==> src/common/gpx_pkg.sv <==
// Summary of operation
// - Eight pins, each input, interrupt input, output
// - Register bit X controls pin X
// - Direction zero: input, read returns pin
// - Input mode: data write updates latch only
// - Interrupt input pin raises group request
// - Sensitivity bits select edge or level
// - Enabled pins NANDed then inverted per group
// - Request latch, read in status bit 0, cleared on vector fetch
// - Changing sensitivity bits discards pending request
// - Direction one: drive from latch, option type
// - Zero pulls low; one high or floating
// - Data read returns pin level always
// - Peripheral use overrides ordinary port configuration
// - Peripheral output forces pin into output
// - Peripheral input: pin input, still readable
// - Option: interrupt/plain input; push-pull/open drain
// - Data, direction, option reset to zero
package gpx_pkg;
	localparam int GPX_WIDTH = 8;
	localparam logic [11:0] GPX_OFS_DATA = 12'h000;
	localparam logic [11:0] GPX_OFS_DIR = 12'h004;
	localparam logic [11:0] GPX_OFS_OPT = 12'h008;
	localparam logic [11:0] GPX_OFS_SENS = 12'h00C;
	localparam logic [11:0] GPX_OFS_STAT = 12'h010;
	localparam logic [7:0] GPX_RST_PORT = 8'h00;
	localparam logic [1:0] GPX_RST_SENS = 2'h0;
	// Sensitivity encodings
	localparam logic [1:0] GPX_SENS_FALL_LOW = 2'h0;
	localparam logic [1:0] GPX_SENS_RISE = 2'h1;
	localparam logic [1:0] GPX_SENS_FALL = 2'h2;
	localparam logic [1:0] GPX_SENS_BOTH = 2'h3;

	typedef struct packed {
		logic [7:0] out;
		logic [7:0] oeN;
	} gpx_pad_s;

	typedef struct packed {
		logic [7:0] en;
		logic [7:0] out;
		logic [7:0] pushPull;
	} gpx_alt_s;

	typedef struct packed {
		logic [11:0] paddr;
		logic psel;
		logic penable;
		logic pwrite;
		logic [31:0] pwdata;
	} gpx_apb_req_s;

	typedef struct packed {
		logic [31:0] prdata;
		logic pready;
		logic pslverr;
	} gpx_apb_rsp_s;
endpackage : gpx_pkg

==> src/verilog/gpx_port.sv <==
// Chosen here: register access over APB and the register offsets.
`timescale 1ns/1ps
// Eight-pin I/O port with APB registers
module gpx_port (
	input wire logic clk,
	input wire logic nrst,
	input wire logic ce,
	input wire gpx_pkg::gpx_apb_req_s apbReq,
	output gpx_pkg::gpx_apb_rsp_s apbRsp,
	input wire logic [7:0] padIn,
	output gpx_pkg::gpx_pad_s pad,
	input wire gpx_pkg::gpx_alt_s alt,
	output logic [7:0] altIn,
	input wire logic vectorFetch,
	output logic irqReq
);
	import gpx_pkg::*;

	typedef struct packed {
		logic [7:0] dataLatch;
		logic [7:0] dir;
		logic [7:0] opt;
		logic [1:0] sens;
		logic sensChg;
		gpx_apb_rsp_s rsp;
		gpx_pad_s pad;
		logic [7:0] altIn;
	} gpx_port_s;

	gpx_port_s q, d;
	logic [7:0] pinLvl;
	logic irqOut;
	logic wrEn;
	logic rdEn;

	gpx_sync #(.W(GPX_WIDTH)) uSync (
		.clk(clk),
		.nrst(nrst),
		.ce(ce),
		.din(padIn),
		.dout(pinLvl)
	);

	// option one on input enables interrupt
	gpx_irq_group #(.W(GPX_WIDTH)) uIrq (
		.clk(clk),
		.nrst(nrst),
		.ce(ce),
		.pinSync(pinLvl),
		.irqEnable(~q.dir & q.opt & ~alt.en),
		.sens(q.sens),
		.sensChanged(q.sensChg),
		.vectorFetch(vectorFetch),
		.irqReq(irqOut)
	);

	// Access phase strobes
	assign wrEn = apbReq.psel & apbReq.penable & apbReq.pwrite & ~q.rsp.pready;
	assign rdEn = apbReq.psel & apbReq.penable & ~apbReq.pwrite & ~q.rsp.pready;

	// Next state
	always_comb begin
		d = q;
		d.sensChg = 1'b0;
		d.rsp.pready = 1'b0;
		d.rsp.pslverr = 1'b0;
		// Register writes, one-cycle-late ready
		if (wrEn) begin
			d.rsp.pready = 1'b1;
			unique case (apbReq.paddr)
				GPX_OFS_DATA: d.dataLatch = apbReq.pwdata[7:0];
				GPX_OFS_DIR: d.dir = apbReq.pwdata[7:0];
				GPX_OFS_OPT: d.opt = apbReq.pwdata[7:0];
				GPX_OFS_SENS: begin
					d.sens = apbReq.pwdata[1:0];
					d.sensChg = (apbReq.pwdata[1:0] != q.sens);
				end
				GPX_OFS_STAT: d.rsp.pslverr = 1'b1;
				default: d.rsp.pslverr = 1'b1;
			endcase
		end
		if (rdEn) begin
			d.rsp.pready = 1'b1;
			d.rsp.prdata = '0;
			unique case (apbReq.paddr)
				GPX_OFS_DATA: d.rsp.prdata[7:0] = pinLvl;
				GPX_OFS_DIR: d.rsp.prdata[7:0] = q.dir;
				GPX_OFS_OPT: d.rsp.prdata[7:0] = q.opt;
				GPX_OFS_SENS: d.rsp.prdata[1:0] = q.sens;
				GPX_OFS_STAT: d.rsp.prdata[0] = irqOut;
				default: d.rsp.pslverr = 1'b1;
			endcase
		end
		for (int i = 0; i < GPX_WIDTH; i++) begin
			if (alt.en[i]) begin
				d.pad.out[i] = alt.out[i];
				d.pad.oeN[i] = ~(alt.pushPull[i] | ~alt.out[i]);
			// output from latch, type by option
			end else if (q.dir[i]) begin
				d.pad.out[i] = q.dataLatch[i];
				d.pad.oeN[i] = ~(q.opt[i] | ~q.dataLatch[i]);
			end else begin
				d.pad.out[i] = 1'b0;
				d.pad.oeN[i] = 1'b1;
			end
		end
		d.altIn = pinLvl;
	end

	always_ff @(posedge clk or negedge nrst) begin
		if (!nrst) begin
			q.dataLatch <= GPX_RST_PORT;
			q.dir <= GPX_RST_PORT;
			q.opt <= GPX_RST_PORT;
			q.sens <= GPX_RST_SENS;
			q.sensChg <= 1'b0;
			q.rsp <= '0;
			q.pad <= '{out: 8'h00, oeN: 8'hFF};
			q.altIn <= 8'h00;
		end else if (ce) begin
			q <= d;
		end
	end

	assign apbRsp = q.rsp;
	assign pad = q.pad;
	assign altIn = q.altIn;
	assign irqReq = irqOut;
endmodule : gpx_port

==> src/verilog/gpx_sync.sv <==
`timescale 1ns/1ps
// Two-stage synchroniser for pin levels
module gpx_sync #(
	parameter int W = 8
) (
	input wire logic clk,
	input wire logic nrst,
	input wire logic ce,
	input wire logic [W-1:0] din,
	output logic [W-1:0] dout
);
	typedef struct packed {
		logic [W-1:0] s1;
		logic [W-1:0] s2;
	} gpx_sync_s;
	gpx_sync_s q, d;

	// Capture pins in stage one, shift stage one into stage two
	always_comb begin
		d = q;
		d.s1 = din;
		d.s2 = q.s1;
	end

	always_ff @(posedge clk or negedge nrst) begin
		if (!nrst) begin
			q <= '0;
		end else if (ce) begin
			q <= d;
		end
	end

	assign dout = q.s2;
endmodule : gpx_sync

==> src/verilog/gpx_irq_group.sv <==
`timescale 1ns/1ps
// Combined interrupt request of one pin group
module gpx_irq_group #(
	parameter int W = 8
) (
	input wire logic clk,
	input wire logic nrst,
	input wire logic ce,
	input wire logic [W-1:0] pinSync,
	input wire logic [W-1:0] irqEnable,
	input wire logic [1:0] sens,
	input wire logic sensChanged,
	input wire logic vectorFetch,
	output logic irqReq
);
	import gpx_pkg::*;
	typedef struct packed {
		logic prev;
		logic req;
	} gpx_irqg_s;
	gpx_irqg_s q, d;
	logic comb;
	logic event_;

	// NAND then invert, low masks others
	assign comb = ~(~&(pinSync | ~irqEnable));

	always_comb begin
		unique case (sens)
			GPX_SENS_FALL_LOW: event_ = ~comb;
			GPX_SENS_RISE: event_ = comb & ~q.prev;
			GPX_SENS_FALL: event_ = ~comb & q.prev;
			GPX_SENS_BOTH: event_ = comb ^ q.prev;
		endcase
	end

	// Request latch update
	always_comb begin
		d = q;
		d.prev = comb;
		if (vectorFetch || sensChanged) begin
			d.req = 1'b0;
		end
		if (event_ && !sensChanged && |irqEnable) begin
			d.req = 1'b1;
		end
	end

	always_ff @(posedge clk or negedge nrst) begin
		if (!nrst) begin
			q <= '{prev: 1'b1, req: 1'b0};
		end else if (ce) begin
			q <= d;
		end
	end

	assign irqReq = q.req;
endmodule : gpx_irq_group

==> config.mk <==
export PLATFORM = sky130hd
export DESIGN_NAME = gpx_port
export DESIGN_NICKNAME = d
export VERILOG_FILES = /design/src/common/gpx_pkg.sv /design/src/verilog/gpx_port.sv /design/src/verilog/gpx_sync.sv /design/src/verilog/gpx_irq_group.sv
export SDC_FILE = /design/constraint.sdc
export NUM_CORES = 1
export LEC_CHECK = 0
export BUFFER_PORTS_ARGS = -buffer_cell sky130_fd_sc_hd__buf_4
export CAP_MARGIN = 20
export CORE_UTILIZATION = 47
export CTS_BUF_LIST = sky130_fd_sc_hd__clkbuf_8
export CTS_CLUSTER_DIAMETER = 200
export DETAILED_ROUTE_END_ITERATION = 8
export PLACE_DENSITY_LB_ADDON = 0.05
export SYNTH_ARGS = -nofsm -noshare
export SYNTH_HDL_FRONTEND = slang
export SYNTH_SLANG_ARGS = --single-unit
==> constraint.sdc <==
create_clock -name clk -period 2.6 [get_ports clk]
set_input_delay 0 -clock clk [delete_from_list [all_inputs] [get_ports clk]]
set_output_delay 0 -clock clk [all_outputs]
set_load 0.01 [all_outputs]
# Yosys cells after proc, flatten, opt, wreduce, memory -nomap -nowiden
# Cells that the tools add are included.
[op_classes] addsub=0 mul=0 div=0 order_cmp=0 n_eq_ne=8 shift=0 n_mux=44 bitwise=66 n_reduce_logical=17
[op_table] op="$mux W1" count=38
[op_table] op="$not A1 Y1" count=36
[op_table] op="$eq A12 B4 Y1 const B" count=2
[op_table] op="$not A8 Y8" count=3
[op_table] op="$pmux W6 S3" count=1
[op_table] op="$and A8 B8 Y8" count=2
[op_table] op="$or A1 B1 Y1" count=16
[op_table] op="$eq A12 B3 Y1 const B" count=1
[op_table] op="$eq A12 B5 Y1 const B" count=1
[op_table] op="$logic_not A12 Y1" count=1
[op_table] op="$reduce_and A3 Y1" count=4
[op_table] op="$or A8 B8 Y8" count=1
[op_table] op="$pmux W1 S4" count=2
[op_table] op="$reduce_and A8 Y1" count=1
[op_table] op="$reduce_or A8 Y1" count=1
[op_table] op="$and A1 B1 Y1" count=7
[op_table] op="$pmux W1 S5" count=1
[op_table] op="$reduce_or A5 Y1" count=1
[op_table] op="$eq A2 B2 Y1 const B" count=2
[op_table] op="$mux W2" count=2
[op_table] op="$reduce_and A2 Y1" count=2
[op_table] op="$reduce_or A4 Y1" count=1
[op_table] op="$eq A2 B1 Y1 const B" count=1
[op_table] op="$logic_and A1 B1 Y1" count=2
[op_table] op="6 further kinds" count=6
[word_totals] regBits=79 latchBits=0 ram_bits=0 rom_bits=0 in_bits=83 output_inout_bits=59 elab_cells=150 mem_count=0

# Longest topological paths before layout
[logic_depth] depth_word=13 ltp_mapped=9 ltp_nobuf=9

# Hierarchy
# From an unflattened synthesis, not the netlist that was laid out.
[unflattened] hier_cells=363 area_unflattened_um2=4270.3
[modules_own_cells] mod="gpx_port" n_inst=1 cells_per_inst=297 area_each_um2=3358.2 seq_area_each_um2=1536.5
[modules_own_cells] mod="gpx_sync" n_inst=1 cells_per_inst=34 area_each_um2=649.4 seq_area_each_um2=400.4
[modules_own_cells] mod="gpx_irq_group" n_inst=1 cells_per_inst=32 area_each_um2=262.8 seq_area_each_um2=51.3

# Worst setup path after synthesis
# OpenSTA, ideal clock, no wires.
[synth_timing] kind="flip-flop to flip-flop" from="reg q[73] (netlist name)" to="reg uIrq.q (netlist bit uIrq.irqReq)" setup_time_ps=68 arrival_ps=2206 required_ps=2532 slack_ps=327 stages_incl_launch_ff=10 n_path_buf=0 period_less_slack_ps=2273 cell_sequence="dfrtp_1 > or3b_2 > o22a_1 > and3_1 > inv_1 > ha_1 > nand2_1 > o21ai_0 > a2111oi_0 > a32o_1"
[synth_between] elab_chain_len=13 elab_cells_between_ends=17 cone_classes="mux: 2; bitwise: 9; reduce/logical: 6"
[synth_rtl] element="start: declaration" line="gpx_port.sv:30" source="gpx_port_s q, d;"
[synth_rtl] element="$not A8 Y8 (*)" line="gpx_port.sv:50" source=".irqEnable(~q.dir & q.opt & ~alt.en),"
[synth_rtl] element="$and A8 B8 Y8 (*) (2 in a row)" line="gpx_port.sv:50"
[synth_rtl] element="$not A8 Y8 (*)" line="gpx_irq_group.sv:26" source="assign comb = ~(~&(pinSync | ~irqEnable));"
[synth_rtl] element="$or A8 B8 Y8 (*)" line="gpx_irq_group.sv:26"
[synth_rtl] element="$reduce_and A8 Y1 (*)" line="gpx_irq_group.sv:26"
[synth_rtl] element="net uIrq.comb" line="gpx_irq_group.sv:22" source="logic comb;"
[synth_rtl] element="$not A1 Y1" line="gpx_irq_group.sv:30, gpx_irq_group.sv:32"
[synth_rtl] element="$and A1 B1 Y1" line="gpx_irq_group.sv:32" source="GPX_SENS_FALL: event_ = ~comb & q.prev;"
[synth_rtl] element="$pmux W1 S4 (*)" line="gpx_irq_group.sv:29" source="unique case (sens)"
[synth_rtl] element="$logic_and A1 B1 Y1 (*) (2 in a row)" line="gpx_irq_group.sv:44" source="if (event_ && !sensChanged && |irqEnable) begin"
[synth_rtl] element="$reduce_bool A2 Y1 (no source line)"
[synth_rtl] element="$reduce_and A2 Y1 (no source line)"
[synth_rtl] element="end signal: assignment" line="gpx_irq_group.sv:51" source="q <= '{prev: 1'b1, req: 1'b0};"
[synth_rtl] element="end: declaration" line="gpx_irq_group.sv:21" source="gpx_irqg_s q, d;"
# Mark *: on every way through the listed nets, which the timed path passes. The rest lies on a longest branch.
# A chain may end at the register's enable or synchronous reset.

# Worst setup path in the final report
[layout_timing] from="reg q[69] (netlist name)" to="reg uIrq.q (netlist bit uIrq.irqReq)"
# Same word-level chain as after synthesis.

==> flow_summary.yaml <==
outcome:
  status: "completed"
global_route:
  grt_max_degree: 80
  grt_pass1_vias: 2902
  grt_pass1_wl_um: 14100
  grt_overflow: 0
  grt.total_usage_pct: 20.5
  antenna_found_initial: 0
routing:
  drc: 0
  drt_first_iter_violations: 90
  wl_um: 8800
  via_count: 3057
  ant_nets: 0
  first_pass_iters: 4
  via_per_inst: 5.08
  wl_per_cell_um: 14.6
timing:
  period_minus_slack_ns: 2.43
  fmaxAchievable_mhz: 412
  worst_pin_slew_ns: 0.611
  finalSetupViolCount: 0
  slew_viol_final: 0
  max-slew-margin-rel_pct: 59.3
  rsz0062_at_grt: "false"
  finClkSkew_ns: 0.0138
  tns_ns: 0
  finalCritPeriodShare_pct: 93.3
  hold_viol: 0
worst_setup_path:
  r2r_slack_ns: 0.17
  crit_arrival_ns: 2.72
  critPathMaxFanout: 5
  r2r-start: "q[69]$_DFFE_PN0P_"
  reg2regPathDepth: 9
  start_kind: "flip-flop"
  crit_required_ns: 2.89
  r2r_end: "uIrq.irqReq$_DFFE_PN0P_"
  critical_path_class: "flip-flop to flip-flop"
  cp-end-kind: "flip-flop"
floorplanning:
  start_util_pct: 49.6
  rows: 33
  die_h_um: 96.1
  core_um2: 8380
  ioPinCount: 142
  dieArea_um2: 9230
  dieWidth_um: 96.1
clocking:
  clockBufferDepth: 2
  cts.sinks: 79
  cts_tree: "yes"
  h-tree-depth: 3
  cts_buffers: 9
  root_buffer: "clkbuf_8"
  clkSlewWorstSetupHoldPaths_ns: 0.09
  insertion_delay_ns: 0.35
placed_design:
  post-dp-hpwl_um: 6000
  gp_congestion: 0.732
  dpl_cell_area_um2: 4640
  placedCellCount: 538
  io_buffers: 93
finish:
  regArea_um2: 1990
  area_delta_synth_final_pct: 27.6
  nFillCells: 726
  drive_gt1_share_pct: 38.0
  num_antenna_cells: 0
  final_area_um2: 5310
  multi_input_area_um2: 1730
  layoutNonFillerInstCount: 602
  fin_nets: 577
  final_common_cell: "buf_4"
  final_cell_mix: "buf_4 (101), dfrtp_1 (70), mux2_2 (51), dlygate4sd3_1 (46), o21ai_0 (28)"
synth:
  yosysWarnings: 0
  syn_inst: 380
  synth_ff_type: "dfrtp_1"
  ys_seq_area_share_pct: 47.8
  synth.cell_area_um2: 4160
  synthArstFlopShare_pct: 100
  synthDistinctLibCells: 46
  yosys_register_bits: 79
  syn-mean-instance-area_um2: 11.0
  synth-edff-count: 0
power:
  p_leak_nw: 2.48
  max-vdd-ir-drop_mv: 0.339
  p_per_area_nw_per_um2: 497
flow_run:
  maxCapViolCount: 0
worst_hold_path:
  holdCritPathClass: "input port to asynchronous set/reset pin"
-- synthesized netlist by cell type, drive strengths merged, types with 2 or more instances --
master	number	share of area, %
a31oi	8	1.2
nand2b	11	1.7
inv	12	1.1
dfrtp	70	42
nor2	25	2.3
a21oi	14	1.7
nand2	21	1.9
o21ai	28	3.4
xnor2	2	0.42
a21o	2	0.36
nor3	2	0.24
clkbuf	8	0.72
ha	2	0.60
nand3b	9	1.6
nor4	3	1.2
dfstp	9	5.7
or4	2	0.45
mux2	51	14
buf	62	11
or3b	6	1.3
a2111oi	2	0.42
mux2i	8	1.9
nor4b	5	1.4
-- what timing repair did --
item                       in CTS  in global routing
buffers inserted                0                  1
resized for setup               0                  1
hold endpoints to repair      117                  0
hold buffers                   46                  0
setup endpoints to repair       0                  1
-- through the flow --
step / worst slack, ns / total power, W / util (%) / hold WS, ns
4_1_cts: 0.148 / 0.00267 / 62.9 / 0.00290
3_3_place_gp: 0.242 / 0.00178 / 55.4 / 0.232
3_5_place_dp: 0.155 / 0.00179 / 55.4 / 0.230
6_report: 0.173 / 0.00264 / 63.4 / 0.00905
2_1_floorplan: 0.327 / 0.00166 / - / -0.296
5_1_grt: 0.00580 / 0.00277 / 63.4 / 0.0293
-- worst max-delay path, cell delays in order (launching register included) --
cell	delay (ns)
dfrtp_1	0.42
or3b_2	0.51
o32a_1	0.21
and3_1	0.19
inv_1	0.06
ha_1	0.22
nand2_1	0.06
o21ai_0	0.08
a2111oi_1	0.40
a32o_1	0.22
-- sequential cells by signal (all words and copies together), names as in the netlist --
name / count
altIn: 8
apbRsp: 10
pad: 16
q: 27
uIrq.irqReq: 1
uIrq.q: 1
uSync.d: 8
uSync.dout: 8
-- area by class of cell --
type | instances | area share, %
Sequential cell | 79 | 37.4
Multi-Input combinational cell | 242 | 32.5
Timing Repair Buffer | 148 | 23.5
Tap cell | 105 | 2.47
Clock buffer | 9 | 2.33
Clock inverter | 7 | 0.919
Inverter | 12 | 0.848
-- where the power goes --
group | internal (W) | switching [W]
Clock | 0.000346 | 0.000464
Sequential | 0.00132 | 0.0000582
Combinational | 0.000258 | 0.000195
Total | 0.00192 | 0.000717
-- worst max path at each step --
| stage | startpoint | end | slack [ns] |
|---|---|---|---|
| final | q[69]$_DFFE_PN0P_ | uIrq.irqReq$_DFFE_PN0P_ | 0.17 |
| after global routing | q[70]$_DFFE_PN0P_ | uIrq.irqReq$_DFFE_PN0P_ | 0.006 |
| after CTS | q[69]$_DFFE_PN0P_ | uIrq.irqReq$_DFFE_PN0P_ | 0.15 |
| after detailed placement | q[73]$_DFFE_PN0P_ | uIrq.irqReq$_DFFE_PN0P_ | 0.15 |
| after global placement | q[73]$_DFFE_PN0P_ | uIrq.irqReq$_DFFE_PN0P_ | 0.24 |
| after floorplan | q[73]$_DFFE_PN0P_ | uIrq.irqReq$_DFFE_PN0P_ | 0.33 |
-- logic make-up (layout without fill, tap and decap cells) --
logic type,count (synthesis),count (layout),synth area share (%)
AOI/OAI and AO/OA,62,62,8.69
xor gates and xnor gates,2,2,0.421
adders and majority gates,2,2,0.601
buffers and inverters,82,176,12.8
DFF,79,79,47.8
muxes,60,60,16.3
other,1,24,0.0901
and+or+nand+nor,92,92,13.4
-- routing by layer --
metal	vias to the layer above	global-route usage [%]	wire length (um)
met3	13	3.00	350
met4	0	7.46	122
met2	87	32.5	4180
met5	-	0	0
li1	1477	-	-
met1	1480	28.4	4150
(Power assumes the default switching activity.)
